`src/design/ncv_pkg.sv`:
```
package ncv_pkg;
  // command codes
  localparam logic [7:0] CMD_VERIFY_ALL = 8'h01;
  localparam logic [7:0] CMD_VERIFY_BLOCK = 8'h02;
  localparam logic [7:0] CMD_VERIFY_PSECT = 8'h03;
  localparam logic [7:0] CMD_READ_ONCE = 8'h04;
  localparam logic [7:0] CMD_PROG_PFLASH = 8'h06;
  localparam logic [7:0] CMD_PROG_ONCE = 8'h07;
  localparam logic [7:0] CMD_ERASE_ALL = 8'h08;
  localparam logic [7:0] CMD_ERASE_BLOCK = 8'h09;
  localparam logic [7:0] CMD_ERASE_PSECTOR = 8'h0A;
  localparam logic [7:0] CMD_RELEASE_ERASE = 8'h0B;
  localparam logic [7:0] CMD_KEY_RELEASE = 8'h0C;
  localparam logic [7:0] CMD_USER_MARGIN = 8'h0D;
  localparam logic [7:0] CMD_FIELD_MARGIN = 8'h0E;
  localparam logic [7:0] CMD_VERIFY_ESECT = 8'h10;
  localparam logic [7:0] CMD_PROG_EEPROM = 8'h11;
  localparam logic [7:0] CMD_ERASE_ESECTOR = 8'h12;
  localparam logic [7:0] CMD_PROT_OVERRIDE = 8'h13;

  // one-time field geometry
  localparam int ONCE_FIELD_BYTES = 64;
  localparam int ONCE_PHRASE_BYTES = 8;
  localparam int ONCE_PARTS = ONCE_FIELD_BYTES / ONCE_PHRASE_BYTES;
  localparam int ONCE_IDX_W = $clog2(ONCE_PARTS);
  localparam int ONCE_IDX_LSB = $clog2(ONCE_PHRASE_BYTES);

  // eeprom program word count limits
  localparam logic [2:0] EE_WORDS_MIN = 3'h1;
  localparam logic [2:0] EE_WORDS_MAX = 3'h4;

  // reset values
  localparam logic [ONCE_PARTS-1:0] ONCE_USED_RST = '0;

  typedef enum logic [3:0] {
    OP_NONE,
    OP_VERIFY_ALL,
    OP_VERIFY_BLOCK,
    OP_VERIFY_PSECT,
    OP_VERIFY_ESECT,
    OP_READ_ONCE,
    OP_PROG_PFLASH,
    OP_PROG_ONCE,
    OP_ERASE_ALL,
    OP_ERASE_BLOCK,
    OP_ERASE_PSECTOR,
    OP_PROG_EEPROM,
    OP_ERASE_ESECTOR
  } ncv_op_e;

  typedef enum logic [1:0] {
    ST_IDLE,
    ST_ARRAY,
    ST_LOCAL
  } ncv_state_e;
endpackage

```
`src/design/ncv_command_validator.sv`:
```
// Functional notes
// - acceptance comes from a fixed per-code table of mode and security state
// - secured special mode accepts only 0x01, 0x02, 0x0B and 0x13
// - 0x0B accepted only in special mode, secured or not
// - 0x01 verifies all blocks erased and reports the result at completion
// - 0x02 verifies the addressed pflash or eeprom block is erased
// - 0x03 and 0x10 verify a counted word range in pflash or eeprom
// - 0x04 reads the 64-byte one-time field
// - 0x07 programs the one-time field, each part only once
// - 0x06 programs one phrase at the given pflash address
// - 0x08 erases everything only with all four protection-open bits set
// - 0x09 on pflash needs low, high disable and open bits set
// - 0x09 on eeprom needs the eeprom open bit set
// - 0x0A erases the addressed pflash sector
// - 0x0B erases all blocks, verifies them, then releases security only if the verify finds them erased
// - 0x0C releases security only on matching keys
// - 0x0D sets the user margin level for pflash or eeprom
// - 0x0E sets field margin level, unsecured special mode only
// - 0x11 programs one to four eeprom words
// - 0x12 erases the addressed eeprom sector
// - 0x13 overrides protection only after key verification
// - invalid code sets access error and is not processed
// - accepted launch clears complete flag; it is set again when the command ends
// - program or erase refused with access error before divider is written
`timescale 1ns/1ps
module ncv_command_validator #(
  parameter int ADDR_W = 24,
  parameter int COUNT_W = 16,
  parameter int DATA_W = 16,
  parameter int KEY_W = 64,
  parameter int MARGIN_W = 16
) (
  // clock, reset, enable
  input wire logic ref_clk_in,
  input wire logic rst_in,
  input wire logic clk_en_in,
  // chip state
  input wire logic special_mode_in,
  input wire logic secured_in,
  // command side
  input wire logic cmd_launch_in,
  input wire logic [7:0] nvm_command_code_in,
  input wire logic [ADDR_W-1:0] cmd_addr_in,
  input wire logic [COUNT_W-1:0] cmd_count_in,
  input wire logic [DATA_W-1:0] cmd_data_in,
  input wire logic [KEY_W-1:0] cmd_key_in,
  input wire logic target_eeprom_in,
  input wire logic divider_write_in,
  input wire logic access_error_clear_in,
  input wire logic protection_violation_clear_in,
  // protection configuration
  input wire logic pflash_low_region_disable_in,
  input wire logic pflash_high_region_disable_in,
  input wire logic pflash_open_protection_in,
  input wire logic eeprom_open_protection_in,
  input wire logic [KEY_W-1:0] stored_key_in,
  // array side
  input wire logic array_done_in,
  input wire logic array_erased_in,
  output ncv_pkg::ncv_op_e array_op_out,
  output logic array_start_out,
  output logic array_target_eeprom_out,
  output logic [ADDR_W-1:0] array_addr_out,
  output logic [COUNT_W-1:0] array_count_out,
  output logic [DATA_W-1:0] array_data_out,
  // status
  output logic command_complete_flag_out,
  output logic access_error_flag_out,
  output logic protection_violation_flag_out,
  output logic verify_fail_out,
  output logic divider_loaded_out,
  output logic security_release_out,
  output logic [MARGIN_W-1:0] user_margin_pflash_out,
  output logic [MARGIN_W-1:0] user_margin_eeprom_out,
  output logic [MARGIN_W-1:0] field_margin_pflash_out,
  output logic [MARGIN_W-1:0] field_margin_eeprom_out,
  output logic override_active_out,
  output logic override_target_eeprom_out,
  output logic [DATA_W-1:0] override_protection_out
);
  import ncv_pkg::*;

  typedef struct packed {
    ncv_state_e state;
    logic command_complete_flag;
    logic access_error_flag;
    logic pviol;
    logic verify_fail;
    logic div_loaded;
    logic unsec;
    logic sec_release;
    logic start;
    ncv_op_e op;
    logic tgt_e;
    logic [ADDR_W-1:0] addr;
    logic [COUNT_W-1:0] count;
    logic [DATA_W-1:0] data;
    logic [ONCE_PARTS-1:0] once_used;
    logic [MARGIN_W-1:0] um_p;
    logic [MARGIN_W-1:0] um_e;
    logic [MARGIN_W-1:0] fm_p;
    logic [MARGIN_W-1:0] fm_e;
    logic ovr;
    logic ovr_e;
    logic [DATA_W-1:0] ovr_prot;
  } ncv_regs_s;

  ncv_regs_s st_reg;
  ncv_regs_s st_next;

  // permission per code: ns unsecured, ss unsecured, ns secured, ss secured
  function automatic logic ncv_permitted(input logic [7:0] code, input logic ss, input logic sec);
    logic [3:0] allow;
    allow = 4'h0;
    case (code)
      CMD_VERIFY_ALL, CMD_VERIFY_BLOCK, CMD_PROT_OVERRIDE: allow = 4'hF;
      CMD_VERIFY_PSECT, CMD_READ_ONCE, CMD_PROG_PFLASH, CMD_PROG_ONCE,
      CMD_ERASE_BLOCK, CMD_ERASE_PSECTOR, CMD_USER_MARGIN, CMD_VERIFY_ESECT,
      CMD_PROG_EEPROM, CMD_ERASE_ESECTOR: allow = 4'h7;
      CMD_ERASE_ALL: allow = 4'h5;
      CMD_RELEASE_ERASE: allow = 4'hA;
      CMD_KEY_RELEASE: allow = 4'h5;
      CMD_FIELD_MARGIN: allow = 4'h2;
      default: allow = 4'h0;
    endcase
    return allow[{sec, ss}];
  endfunction

  // commands that need the program/erase time base
  function automatic logic ncv_prog_erase(input logic [7:0] code);
    case (code)
      CMD_PROG_PFLASH, CMD_PROG_ONCE, CMD_ERASE_ALL, CMD_ERASE_BLOCK,
      CMD_ERASE_PSECTOR, CMD_RELEASE_ERASE, CMD_PROG_EEPROM,
      CMD_ERASE_ESECTOR: return 1'b1;
      default: return 1'b0;
    endcase
  endfunction

  // verify operations report erased state
  function automatic logic ncv_is_verify(input ncv_op_e op);
    return (op == OP_VERIFY_ALL) || (op == OP_VERIFY_BLOCK) ||
           (op == OP_VERIFY_PSECT) || (op == OP_VERIFY_ESECT);
  endfunction

  logic launch_ok;
  logic key_match;
  logic pflash_open_all;
  logic [ONCE_IDX_W-1:0] once_idx;

  // launch only counts while idle with both error flags clear
  assign launch_ok = cmd_launch_in && st_reg.command_complete_flag && !st_reg.access_error_flag && !st_reg.pviol;
  assign key_match = (cmd_key_in == stored_key_in);
  assign pflash_open_all = pflash_low_region_disable_in && pflash_high_region_disable_in &&
                           pflash_open_protection_in;
  assign once_idx = cmd_addr_in[ONCE_IDX_LSB +: ONCE_IDX_W];

  // next-state logic
  always_comb begin
    logic go_array;
    logic go_local;
    logic rej_acc;
    logic rej_prot;
    ncv_op_e op_sel;
    go_array = 1'b0;
    go_local = 1'b0;
    rej_acc = 1'b0;
    rej_prot = 1'b0;
    op_sel = OP_NONE;
    st_next = st_reg;
    st_next.start = 1'b0;
    st_next.sec_release = 1'b0;
    if (divider_write_in) begin
      st_next.div_loaded = 1'b1;
    end
    // clears come first so that a same-cycle set below wins
    if (access_error_clear_in) begin
      st_next.access_error_flag = 1'b0;
    end
    if (protection_violation_clear_in) begin
      st_next.pviol = 1'b0;
    end
    case (st_reg.state)
      ST_IDLE: begin
        if (launch_ok) begin
          if (!ncv_permitted(nvm_command_code_in, special_mode_in, secured_in)) begin
            rej_acc = 1'b1;
          end else if (ncv_prog_erase(nvm_command_code_in) && !st_reg.div_loaded) begin
            rej_acc = 1'b1;
          end else begin
            case (nvm_command_code_in)
              CMD_VERIFY_ALL: begin
                op_sel = OP_VERIFY_ALL;
                go_array = 1'b1;
              end
              CMD_VERIFY_BLOCK: begin
                op_sel = OP_VERIFY_BLOCK;
                go_array = 1'b1;
              end
              CMD_VERIFY_PSECT: begin
                op_sel = OP_VERIFY_PSECT;
                go_array = 1'b1;
              end
              CMD_VERIFY_ESECT: begin
                op_sel = OP_VERIFY_ESECT;
                go_array = 1'b1;
              end
              CMD_READ_ONCE: begin
                op_sel = OP_READ_ONCE;
                go_array = 1'b1;
              end
              CMD_PROG_ONCE: begin
                if (st_reg.once_used[once_idx]) begin
                  rej_acc = 1'b1;
                end else begin
                  op_sel = OP_PROG_ONCE;
                  go_array = 1'b1;
                  st_next.once_used[once_idx] = 1'b1;
                end
              end
              CMD_PROG_PFLASH: begin
                op_sel = OP_PROG_PFLASH;
                go_array = 1'b1;
              end
              CMD_ERASE_ALL: begin
                if (pflash_open_all && eeprom_open_protection_in) begin
                  op_sel = OP_ERASE_ALL;
                  go_array = 1'b1;
                end else begin
                  rej_prot = 1'b1;
                end
              end
              CMD_ERASE_BLOCK: begin
                if (target_eeprom_in ? eeprom_open_protection_in : pflash_open_all) begin
                  op_sel = OP_ERASE_BLOCK;
                  go_array = 1'b1;
                end else begin
                  rej_prot = 1'b1;
                end
              end
              CMD_ERASE_PSECTOR: begin
                op_sel = OP_ERASE_PSECTOR;
                go_array = 1'b1;
              end
              CMD_RELEASE_ERASE: begin
                op_sel = OP_ERASE_ALL;
                go_array = 1'b1;
                st_next.unsec = 1'b1;
              end
              CMD_KEY_RELEASE: begin
                if (key_match) begin
                  st_next.sec_release = 1'b1;
                  go_local = 1'b1;
                end else begin
                  rej_acc = 1'b1;
                end
              end
              CMD_USER_MARGIN: begin
                go_local = 1'b1;
                if (target_eeprom_in) begin
                  st_next.um_e = cmd_data_in[MARGIN_W-1:0];
                end else begin
                  st_next.um_p = cmd_data_in[MARGIN_W-1:0];
                end
              end
              CMD_FIELD_MARGIN: begin
                go_local = 1'b1;
                if (target_eeprom_in) begin
                  st_next.fm_e = cmd_data_in[MARGIN_W-1:0];
                end else begin
                  st_next.fm_p = cmd_data_in[MARGIN_W-1:0];
                end
              end
              CMD_PROG_EEPROM: begin
                if ((cmd_count_in < COUNT_W'(EE_WORDS_MIN)) || (cmd_count_in > COUNT_W'(EE_WORDS_MAX))) begin
                  rej_acc = 1'b1;
                end else begin
                  op_sel = OP_PROG_EEPROM;
                  go_array = 1'b1;
                end
              end
              CMD_ERASE_ESECTOR: begin
                op_sel = OP_ERASE_ESECTOR;
                go_array = 1'b1;
              end
              CMD_PROT_OVERRIDE: begin
                if (key_match) begin
                  st_next.ovr = 1'b1;
                  st_next.ovr_e = target_eeprom_in;
                  st_next.ovr_prot = cmd_data_in;
                  go_local = 1'b1;
                end else begin
                  rej_acc = 1'b1;
                end
              end
              default: rej_acc = 1'b1;
            endcase
          end
          // rejected commands leave the array alone and complete flag set
          if (rej_acc) begin
            st_next.access_error_flag = 1'b1;
          end
          if (rej_prot) begin
            st_next.pviol = 1'b1;
          end
          if (go_array) begin
            st_next.command_complete_flag = 1'b0;
            st_next.state = ST_ARRAY;
            st_next.start = 1'b1;
            st_next.op = op_sel;
            st_next.verify_fail = 1'b0;
            st_next.tgt_e = target_eeprom_in;
            st_next.addr = cmd_addr_in;
            st_next.count = cmd_count_in;
            st_next.data = cmd_data_in;
          end else if (go_local) begin
            st_next.command_complete_flag = 1'b0;
            st_next.state = ST_LOCAL;
          end
        end
      end
      ST_ARRAY: begin
        if (array_done_in) begin
          if (st_reg.unsec && (st_reg.op == OP_ERASE_ALL)) begin
            // erase phase done, the confirming blank check follows
            st_next.op = OP_VERIFY_ALL;
            st_next.start = 1'b1;
          end else begin
            if (ncv_is_verify(st_reg.op) && !array_erased_in) begin
              st_next.verify_fail = 1'b1;
            end
            if (st_reg.unsec && array_erased_in) begin
              st_next.sec_release = 1'b1;
            end
            st_next.unsec = 1'b0;
            st_next.command_complete_flag = 1'b1;
            st_next.state = ST_IDLE;
          end
        end
      end
      ST_LOCAL: begin
        // local commands finish one cycle after launch
        st_next.command_complete_flag = 1'b1;
        st_next.state = ST_IDLE;
      end
      default: begin
        st_next.state = ST_IDLE;
        st_next.command_complete_flag = 1'b1;
      end
    endcase
  end

  // state register; clock enable freezes everything except the synchronous reset
  always_ff @(posedge ref_clk_in) begin
    if (rst_in) begin
      st_reg <= '0;
      st_reg.state <= ST_IDLE;
      st_reg.command_complete_flag <= 1'b1;
      st_reg.op <= OP_NONE;
      st_reg.once_used <= ONCE_USED_RST;
    end else if (clk_en_in) begin
      st_reg <= st_next;
    end
  end

  // outputs straight from the state flops
  assign array_op_out = st_reg.op;
  assign array_start_out = st_reg.start;
  assign array_target_eeprom_out = st_reg.tgt_e;
  assign array_addr_out = st_reg.addr;
  assign array_count_out = st_reg.count;
  assign array_data_out = st_reg.data;
  assign command_complete_flag_out = st_reg.command_complete_flag;
  assign access_error_flag_out = st_reg.access_error_flag;
  assign protection_violation_flag_out = st_reg.pviol;
  assign verify_fail_out = st_reg.verify_fail;
  assign divider_loaded_out = st_reg.div_loaded;
  assign security_release_out = st_reg.sec_release;
  assign user_margin_pflash_out = st_reg.um_p;
  assign user_margin_eeprom_out = st_reg.um_e;
  assign field_margin_pflash_out = st_reg.fm_p;
  assign field_margin_eeprom_out = st_reg.fm_e;
  assign override_active_out = st_reg.ovr;
  assign override_target_eeprom_out = st_reg.ovr_e;
  assign override_protection_out = st_reg.ovr_prot;
endmodule

```
`config.mk`:
```
export PLATFORM = sky130hd
export DESIGN_NAME = ncv_command_validator
export DESIGN_NICKNAME = d
export VERILOG_FILES = /design/src/design/ncv_pkg.sv /design/src/design/ncv_command_validator.sv
export SDC_FILE = /design/constraint.sdc
export NUM_CORES = 1
export LEC_CHECK = 0
export BUFFER_PORTS_ARGS = -buffer_cell sky130_fd_sc_hd__buf_2
export CAP_MARGIN = 20
export CELL_PAD_IN_SITES_DETAIL_PLACEMENT = 1
export CELL_PAD_IN_SITES_GLOBAL_PLACEMENT = 1
export CORE_MARGIN = 8
export CORE_UTILIZATION = 30
export CTS_BUF_LIST = sky130_fd_sc_hd__clkbuf_8
export CTS_CLUSTER_SIZE = 14
export DETAILED_ROUTE_END_ITERATION = 10
export PLACE_DENSITY_LB_ADDON = 0.1
export REMOVE_ABC_BUFFERS = 1
export SYNTH_ARGS = -nofsm -noshare
export SYNTH_HDL_FRONTEND = slang
export SYNTH_SLANG_ARGS = --single-unit
```
`constraint.sdc`:
```
create_clock -name ref_clk_in -period 3.9 [get_ports ref_clk_in]
set_input_delay 0.78 -clock ref_clk_in [delete_from_list [all_inputs] [get_ports ref_clk_in]]
set_output_delay 0.78 -clock ref_clk_in [all_outputs]
set_load 0.02 [all_outputs]
```
# == Word level (Yosys, flattened, before mapping) ==
# Memory sizes are Yosys's and may differ from the RTL's.
# Index checks and enable logic that the tools add are counted.
# classes
n_addsub,0
multipliers,0
div,0
order_cmp,5
n_eq_ne,34
shifts,0
muxes,90
n_bitwise,4
reduce_logical,38
# op_table
cell,count
$mux W90,2
$mux W154,1
$eq A64 B64 Y1,1
$mux W16,4
$mux W32,2
$mux W62,1
$eq A8 B4 Y1 const B,7
$pmux W4 S13,1
$reduce_and A7 Y1,7
$mux W1,45
$mux W18,2
$eq A8 B5 Y1 const B,4
$mux W4,8
$eq A8 B3 Y1 const B,3
$eq A8 B2 Y1 const B,2
$gt A16 B3 Y1 const B,1
$lt A16 B1 Y1 const B,1
$mux W8,2
$ne A2 B2 Y1 const B,8
$mux W3,5
$pmux W7 S2,1
$reduce_or A13 Y1,1
$logic_and A1 B1 Y1,11
$reduce_or A9 Y1,1
35 further kinds,50
# word_totals
reg_bits,161
latchBits,0
mem_bits_rw,0
mem_bits_ro,160
out_inout_bits,150
wordCells,195
n_memories,2
# memory_table
memory,depth,width,rd,rd_clocked_by_memory_dff,write_ports,line,rtl
(no name shown),32,4,1,0,0,ncv_command_validator.sv:115,case (code)
(no name shown),32,1,1,0,0,ncv_command_validator.sv:131,case (code)

# == Longest topological paths before layout ==
# Gate-level depths: netlist (run 1).
# depth
depth_word,19
ltp_mapped,12

# == Worst setup path after synthesis (run 1) ==
# No wires, ideal clock.
# synth_path
kind,input-to-reg
startpoint,input port nvm_command_code_in[1]
endpoint,"register st_reg, in the netlist override_target_eeprom_out"
arrival_time_ns,2.838
setup_slack_ns,0.935
path_stages,12
n_path_buf,3
cell_sequence,inv_1 > ha_1 > clkbuf_1 > inv_1 > mux2i_1 > a311oi_4 > a211oi_2 > or4_1 > buf_6 > buf_6 > mux2i_1 > nor2_1
# synth_between
elab_chain_len,8
elab_cells_between_ends,15
# synth_lines
item,line,rtl
"start, declared",ncv_command_validator.sv:42,"input wire logic [7:0] nvm_command_code_in,"
"parallel branches: the longest is 7 deep, another holds $mem_v2 Z32 W4",n/a,
$reduce_and A7 Y1 (no source line) (*),n/a,
"end signal, assigned",ncv_command_validator.sv:361,st_reg <= st_next;
"end, declared",ncv_command_validator.sv:108,ncv_regs_s st_reg;
# Mark *: on every way between the ends. The select of a mux whose other input is x is not followed.
# A chain may end at the register's enable or synchronous reset.

# == Worst setup path in the final report (run 1) ==
# layout_path
startpoint,input port nvm_command_code_in[1]
endpoint,"register st_reg, in the netlist array_op_out[1]"
# layout_between
elab_chain_len,12
elab_cells_between_ends,39
# layout_lines
item,line,rtl
$mem_v2 Z32 W1,n/a,
$mux W1,ncv_command_validator.sv:131,
$mux W1,ncv_command_validator.sv:185,"if (!ncv_permitted(nvm_command_code_in, special_mode_in, secured_in)) begin"
$mux W1,ncv_command_validator.sv:184,if (launch_ok) begin
$mux W1,ncv_command_validator.sv:182,case (st_reg.state)
$logic_and A1 B1 Y1,ncv_command_validator.sv:187,end else if (ncv_prog_erase(nvm_command_code_in) && !st_reg.div_loaded) begin
$mux W1,ncv_command_validator.sv:187,
$mux W1,ncv_command_validator.sv:185,
$mux W1,ncv_command_validator.sv:184,
$mux W1,ncv_command_validator.sv:182,
$ne A2 B2 Y1 (no source line),n/a,
$reduce_and A6 Y1 (no source line),n/a,
# Several ways; a longest one is shown, not always the timed one. The select of a mux whose other input is x is not followed.

==> results of run 1 <==
## layout make-up
cell class | instances | share of cell area
antenna | 1 | 0.000251
clock buffer | 17 | 0.0235
clock inverter | 15 | 0.0206
inverter | 16 | 0.00603
multi-input combinational | 609 | 0.383
sequential | 161 | 0.323
tap | 378 | 0.0475
timing repair buffer | 372 | 0.196
## logic make-up after synthesis
group	Yosys count	share of synthesized area
buffers and inverters	209	0.161
xor gates and xnor gates	68	0.0710
and+or+nand+nor	333	0.189
muxes	86	0.103
adders and majority gates	6	0.00895
DFF	161	0.384
AOI/OAI and AO/OA	116	0.0828
## layer usage
| layer | vias up | global-route usage | share of wire | routed length, um |
|---|---|---|---|---|
| li1 | 3539 | - | - | - |
| met1 | 3411 | 0.205 | 0.43 | 12600 |
| met2 | 179 | 0.289 | 0.49 | 14300 |
| met3 | 21 | 0.0518 | 0.061 | 1780 |
| met4 | 2 | 0.0498 | 0.015 | 434 |
| met5 | - | 0 | 0.00027 | 8 |
## worst paths after layout
check / startpoint / end / slack (ns) / depth (start not counted)
worst min-delay path: override_active_out / override_active_out / 0.45 / 2
worst min register to register: override_active_out / override_active_out / 0.45 / 2
worst max register to register: st_reg[160] / override_protection_out[4] / 1.44 / 8
worst max-delay path: nvm_command_code_in[1] / array_op_out[1] / 0.98 / 10
## where the power goes
part / total, mW / internal (mW) / switching [mW]
combinational: 0.341 / 0.158 / 0.183
sequential: 1.65 / 1.65 / 0.00208
clock: 1.34 / 0.561 / 0.778
## cell usage in the layout, fill, tap and decap left out, types with 4 or more instances in the layout
master	Yosys	final
clkbuf_8	0	17
a21oi_1	78	78
a22oi_1	5	5
xnor2_1	65	65
nand4_1	26	26
nor4_1	9	9
o21ai_0	8	8
dfxtp_1	161	161
buf_4	140	12
nand3_1	9	9
nand3b_1	5	5
nor2b_1	4	4
nand4b_1	4	4
and2_1	6	6
buf_12	0	4
nor2_1	99	99
clkinv_8	0	5
nor3_1	12	12
ha_1	6	6
inv_8	0	6
mux2i_1	86	86
nand2_1	131	131
inv_1	16	16
buf_2	22	356
nand2b_1	4	4
and3_1	7	7
## per-stage QoR
stage | instance area, um2 | util | TNS (ns) | hold slack [ns]
final | 9960 | 0.361 | 0 | 0.452
after global placement | 9520 | 0.345 | 0 | 0.435
after global routing | 9960 | 0.361 | 0 | 0.473
after floorplan | 7100 | - | -0.255 | 0.419
after detailed placement | 9520 | 0.345 | 0 | 0.438
after CTS | 9960 | 0.361 | 0 | 0.456
## critical path: stages
cell     delay (ns)
buf_2          0.14
inv_1          0.10
ha_1           0.38
nand4_1        0.25
nor4_2         0.51
nor4_2         0.14
nor4b_4        0.38
buf_12         0.29
o311a_1        0.22
nor3_1         0.04
==> results_dict.tcl, run 1 <==
set metrics [dict create \
    crit_type "in2reg" \
    holdBufCountCts 0 \
    finalMaxSlewViolations 0 \
    antenna_found_initial 2 \
    synth.avg_cell_area_um2 8.57 \
    overflow 0 \
    drt_iter0_markers 250 \
    skew_ns 0.0308 \
    seq_area_frac_synth 0.384 \
    detailroute.via_count 7152 \
    dpl.hpwl_um 22600 \
    ios 358 \
    root_buffer "clkbuf_8" \
    postRouteWirelength_um 29200 \
    clock-sinks 161 \
    ir_drop_v 0.000161 \
    detail-route-antenna-nets 0 \
    regArea_mm2 0.00322 \
    endpoint_kind "flop" \
    wl_per_cell_um 18.6 \
    place_inst 1536 \
    synth.area.top_cells "dfxtp_1, buf_4, mux2i_1, xnor2_1, nand2_1" \
    die_w_um 183 \
    postSynthCellCount 979 \
    fmax_mhz 343 \
    finalPower_mw 3.33 \
    die-area_mm2 0.0336 \
    crit_arrival_ns 3.25 \
    synth_seq_cells 161 \
    grt_max_degree 59 \
    critical_path_peak_fanout 53 \
    fp.dieH_um 183 \
    numCtsBuffers 17 \
    timing.final.ws_setup_ns 0.982 \
    gp_congestion 0.813 \
    ys_async_sr_fraction 0 \
    nets 1391 \
    grt.total_usage 0.170 \
    yosysUniqueCellTypes 60 \
    insertion_delay_ns 0.47 \
    synth_ff_type "dfxtp_1" \
    largest_register_ffs 24 \
    core_mm2 0.0276 \
    worstPathRequired_ns 4.24 \
    num_rows 61 \
    cts_buffer_depth 2 \
    io_buffer_count 357 \
    max-cap-violations 0 \
    htree_num_levels 4 \
    syn_area_mm2 0.00839 \
    power.leakage_nw 4.74 \
    power_density_mw_per_mm2 334 \
    slew_headroom 0.569 \
    hp-class "reg2reg" \
    status "complete, no violations" \
    rsz0062_at_grt "false" \
    syn_to_final_growth_pct 18.7 \
    fill_cells 3409 \
    ys_warn_count 0 \
    grt_pass1_wl_um 44700 \
    min_period_over_period 0.748 \
    setup_viol 0 \
    pre_cts_slack_ns 0.467 \
    drive_gt1_frac 0.349 \
    multi_input_area_mm2 0.00381 \
    synth_top_area_frac 0.384 \
    vias_per_cell 4.56 \
    worstMarginPinSlew_ns 0.647 \
    start_util 0.304 \
    post-cts-setup-buffer-count 0 \
    clk_pin_slew_worst_paths_ns 0.11 \
    fin_cells 1569 \
    grt_pass1_vias 7555 \
    synth-edff-count 0 \
    post_cts_resized 0 \
    synth_top_cell_by_area "dfxtp_1" \
    fin_crit_ns 2.92 \
    hold_viol 0 \
    tritoncts "built" \
    synthTopCellsByCount "dfxtp_1, buf_4, nand2_1, nor2_1, mux2i_1" \
    firstDrtPassIters 4 \
    cp-start-kind "input port" \
    yosysMostFrequentCell "dfxtp_1" \
    drc 0 \
]
(Power assumes the default switching activity.)
==> run 2, diff against run 1 <==
clock period = 2.4 ns   (was 3.9 ns; I/O delays follow)
==> run 2 against run 1 <==
Against the previous run: utilization up 2.9 points; clock skew down 0.0082 ns; clock power up 64%; largest power group unchanged; highest routed layer is now met4.
==> results_dict.tcl, run 2 (same netlist as run 1, synthesis figures left out) <==
set metrics [dict create \
    fmax_mhz 430 \
    io_buffer_count 357 \
    largest_register_ffs 24 \
    skew_ns 0.0226 \
    r2r_slack_ns 0.19 \
    dpl.hpwl_um 23700 \
    placed_area_mm2 0.0102 \
    fp.dieH_um 183 \
    crit_type "in2reg" \
    ios 358 \
    crit_family "simple AND/OR/NAND/NOR gates" \
    grt.total_usage 0.173 \
    worstHoldPathCells 3 \
    min_period_over_period 0.969 \
    final_cell_mix "buf_2, dfxtp_1, nand2_1" \
    htree_num_levels 4 \
    layout_commonest_cell "buf_2" \
    hold_viol 0 \
    drive_gt1_frac 0.397 \
    root_buffer "clkbuf_8" \
    rr_worst_depth 10 \
    antenna_found_initial 0 \
    overflow 0 \
    core_mm2 0.0276 \
    hp-start "cmd_addr_in[13]" \
    clock-sinks 161 \
    grt_pass1_vias 8033 \
    crit_path_max_incr_delay_ns 0.55 \
    die_w_um 183 \
    rsz0062_at_grt "true" \
    holdBufCountCts 0 \
    antenna_cells 0 \
    drc 0 \
    gp_congestion 0.822 \
    top_layer "met4" \
    worst_path_max_delay_cell "or4_4" \
    detailroute.via_count 7437 \
    wl_met2_um 14700 \
    finalMaxSlewViolations 0 \
    detail-route-antenna-nets 0 \
    worstMarginPinSlew_ns 0.537 \
    power_density_mw_per_mm2 512 \
    grt_max_degree 65 \
    critical_path_peak_fanout 10 \
    cp-start-kind "input port" \
    drt_iter0_markers 247 \
    syn_to_final_growth_pct 28.4 \
    max-cap-violations 0 \
    finalSetupTns_ns 0 \
    wl_per_cell_um 18.2 \
    firstDrtPassIters 4 \
    crit_arrival_ns 2.67 \
    cts_buffer_depth 2 \
    r2r-start "st_reg[85]" \
    hold_end "array_addr_out[13]" \
    ir_drop_v 0.000288 \
    slew_headroom 0.639 \
    vias_per_cell 4.52 \
    clk_pin_slew_worst_paths_ns 0.11 \
    hp-class "in2reg" \
    worstPathRequired_ns 2.74 \
    critPathBufInv 3 \
    insertion_delay_ns 0.47 \
    endpoint_kind "flop" \
    fin_crit_ns 2.33 \
    reg2reg_to "array_count_out[4]" \
    tritoncts "built" \
    wl_met3_um 2080 \
    num_rows 61 \
    start_util 0.304 \
    drt-met1-wl_um 12900 \
    postRouteWirelength_um 29900 \
    setup_viol 0 \
    grt_pass1_wl_um 46000 \
    nets 1470 \
    crit_chain "buf_2 > inv_1 > ha_1 > and3b_1 > a31o_1 > o21ai_2 > nand3_1 > or4_4 > buf_6 > mux2i_1 > nor2_1" \
    power.leakage_nw 5.19 \
    numCtsBuffers 17 \
    die-area_mm2 0.0336 \
    stdcell_area_mm2 0.0108 \
    status "complete, no violations" \
]
==> run 2: cell types whose count changed in the layout (fill, tap and decap cells not counted), moves of 2 or more <==
cell,before,now
buf_6,0,2
a22oi_2,0,2
buf_12,4,15
a22oi_1,5,3
buf_4,12,77
==> run 2: layout make-up <==
class | count | area [um2]
Tap cell | 378 | 473
Clock inverter | 15 | 210
Sequential cell | 161 | 3220
Timing Repair Buffer | 451 | 2700
Inverter | 16 | 60.1
Multi-Input combinational cell | 609 | 3870
Fill cell | 3414 | 16900
Clock buffer | 17 | 234
==> run 2: how the worst max path moves through the flow <==
stage,from,endpoint,slack (ns),cells after the start
final,nvm_command_code_in[0],override_protection_out[4],0.07,11
after CTS,nvm_command_code_in[1],array_count_out[10],0.03,11
after detailed placement,nvm_command_code_in[1],array_op_out[3],-0.51,10
after global routing,nvm_command_code_in[1],array_data_out[15],-0.07,12
after floorplan,nvm_command_code_in[1],array_op_out[3],-1.45,8
after global placement,nvm_command_code_in[0],array_op_out[3],-0.42,11
==> run 2: worst register-to-register path: stages, from the launching register on <==
cell and delay [ns]:
dfxtp_1 0.35, mux2i_1 0.09, a22oi_2 0.25, a31oi_1 0.12, buf_4 0.16, nor4_4 0.35
nand4b_1 0.24, buf_4 0.17, buf_12 0.17, nand2_1 0.09, a21oi_1 0.13
==> run 2: through the flow <==
step	utilization	setup slack, ns	std cells	hold slack [ns]	total power [mW]
floorplan	-	-1.45	786	0.419	2.95
global placement	0.371	-0.422	1613	0.432	3.37
detailed placement	0.371	-0.507	1613	0.440	3.37
CTS	0.387	0.0325	1645	0.198	5.63
global route	0.390	-0.0732	1647	0.201	5.79
finish	0.390	0.0733	1647	0.243	5.52
==> run 2: per-layer routing <==
| metal | track usage | vias to the layer above |
|---|---|---|
| met5 | 0 | - |
| met4 | 0.0322 | 0 |
| met3 | 0.0548 | 14 |
| met2 | 0.303 | 201 |
| met1 | 0.206 | 3540 |
| li1 | - | 3682 |
==> run 2: power by group <==
part	total [mW]	switching (mW)	leakage, nW	internal [mW]
clock	2.20	1.28	0.221	0.917
combinational	0.642	0.321	3.68	0.321
sequential	2.68	0.00331	1.30	2.67
total	5.52	1.61	5.19	3.91
==> run 2: timing repair <==
item,CTS,global route
resized for setup,1,15
pin swaps,1,6
setup buffers,0,2
endpoints found under the setup margin,2,115
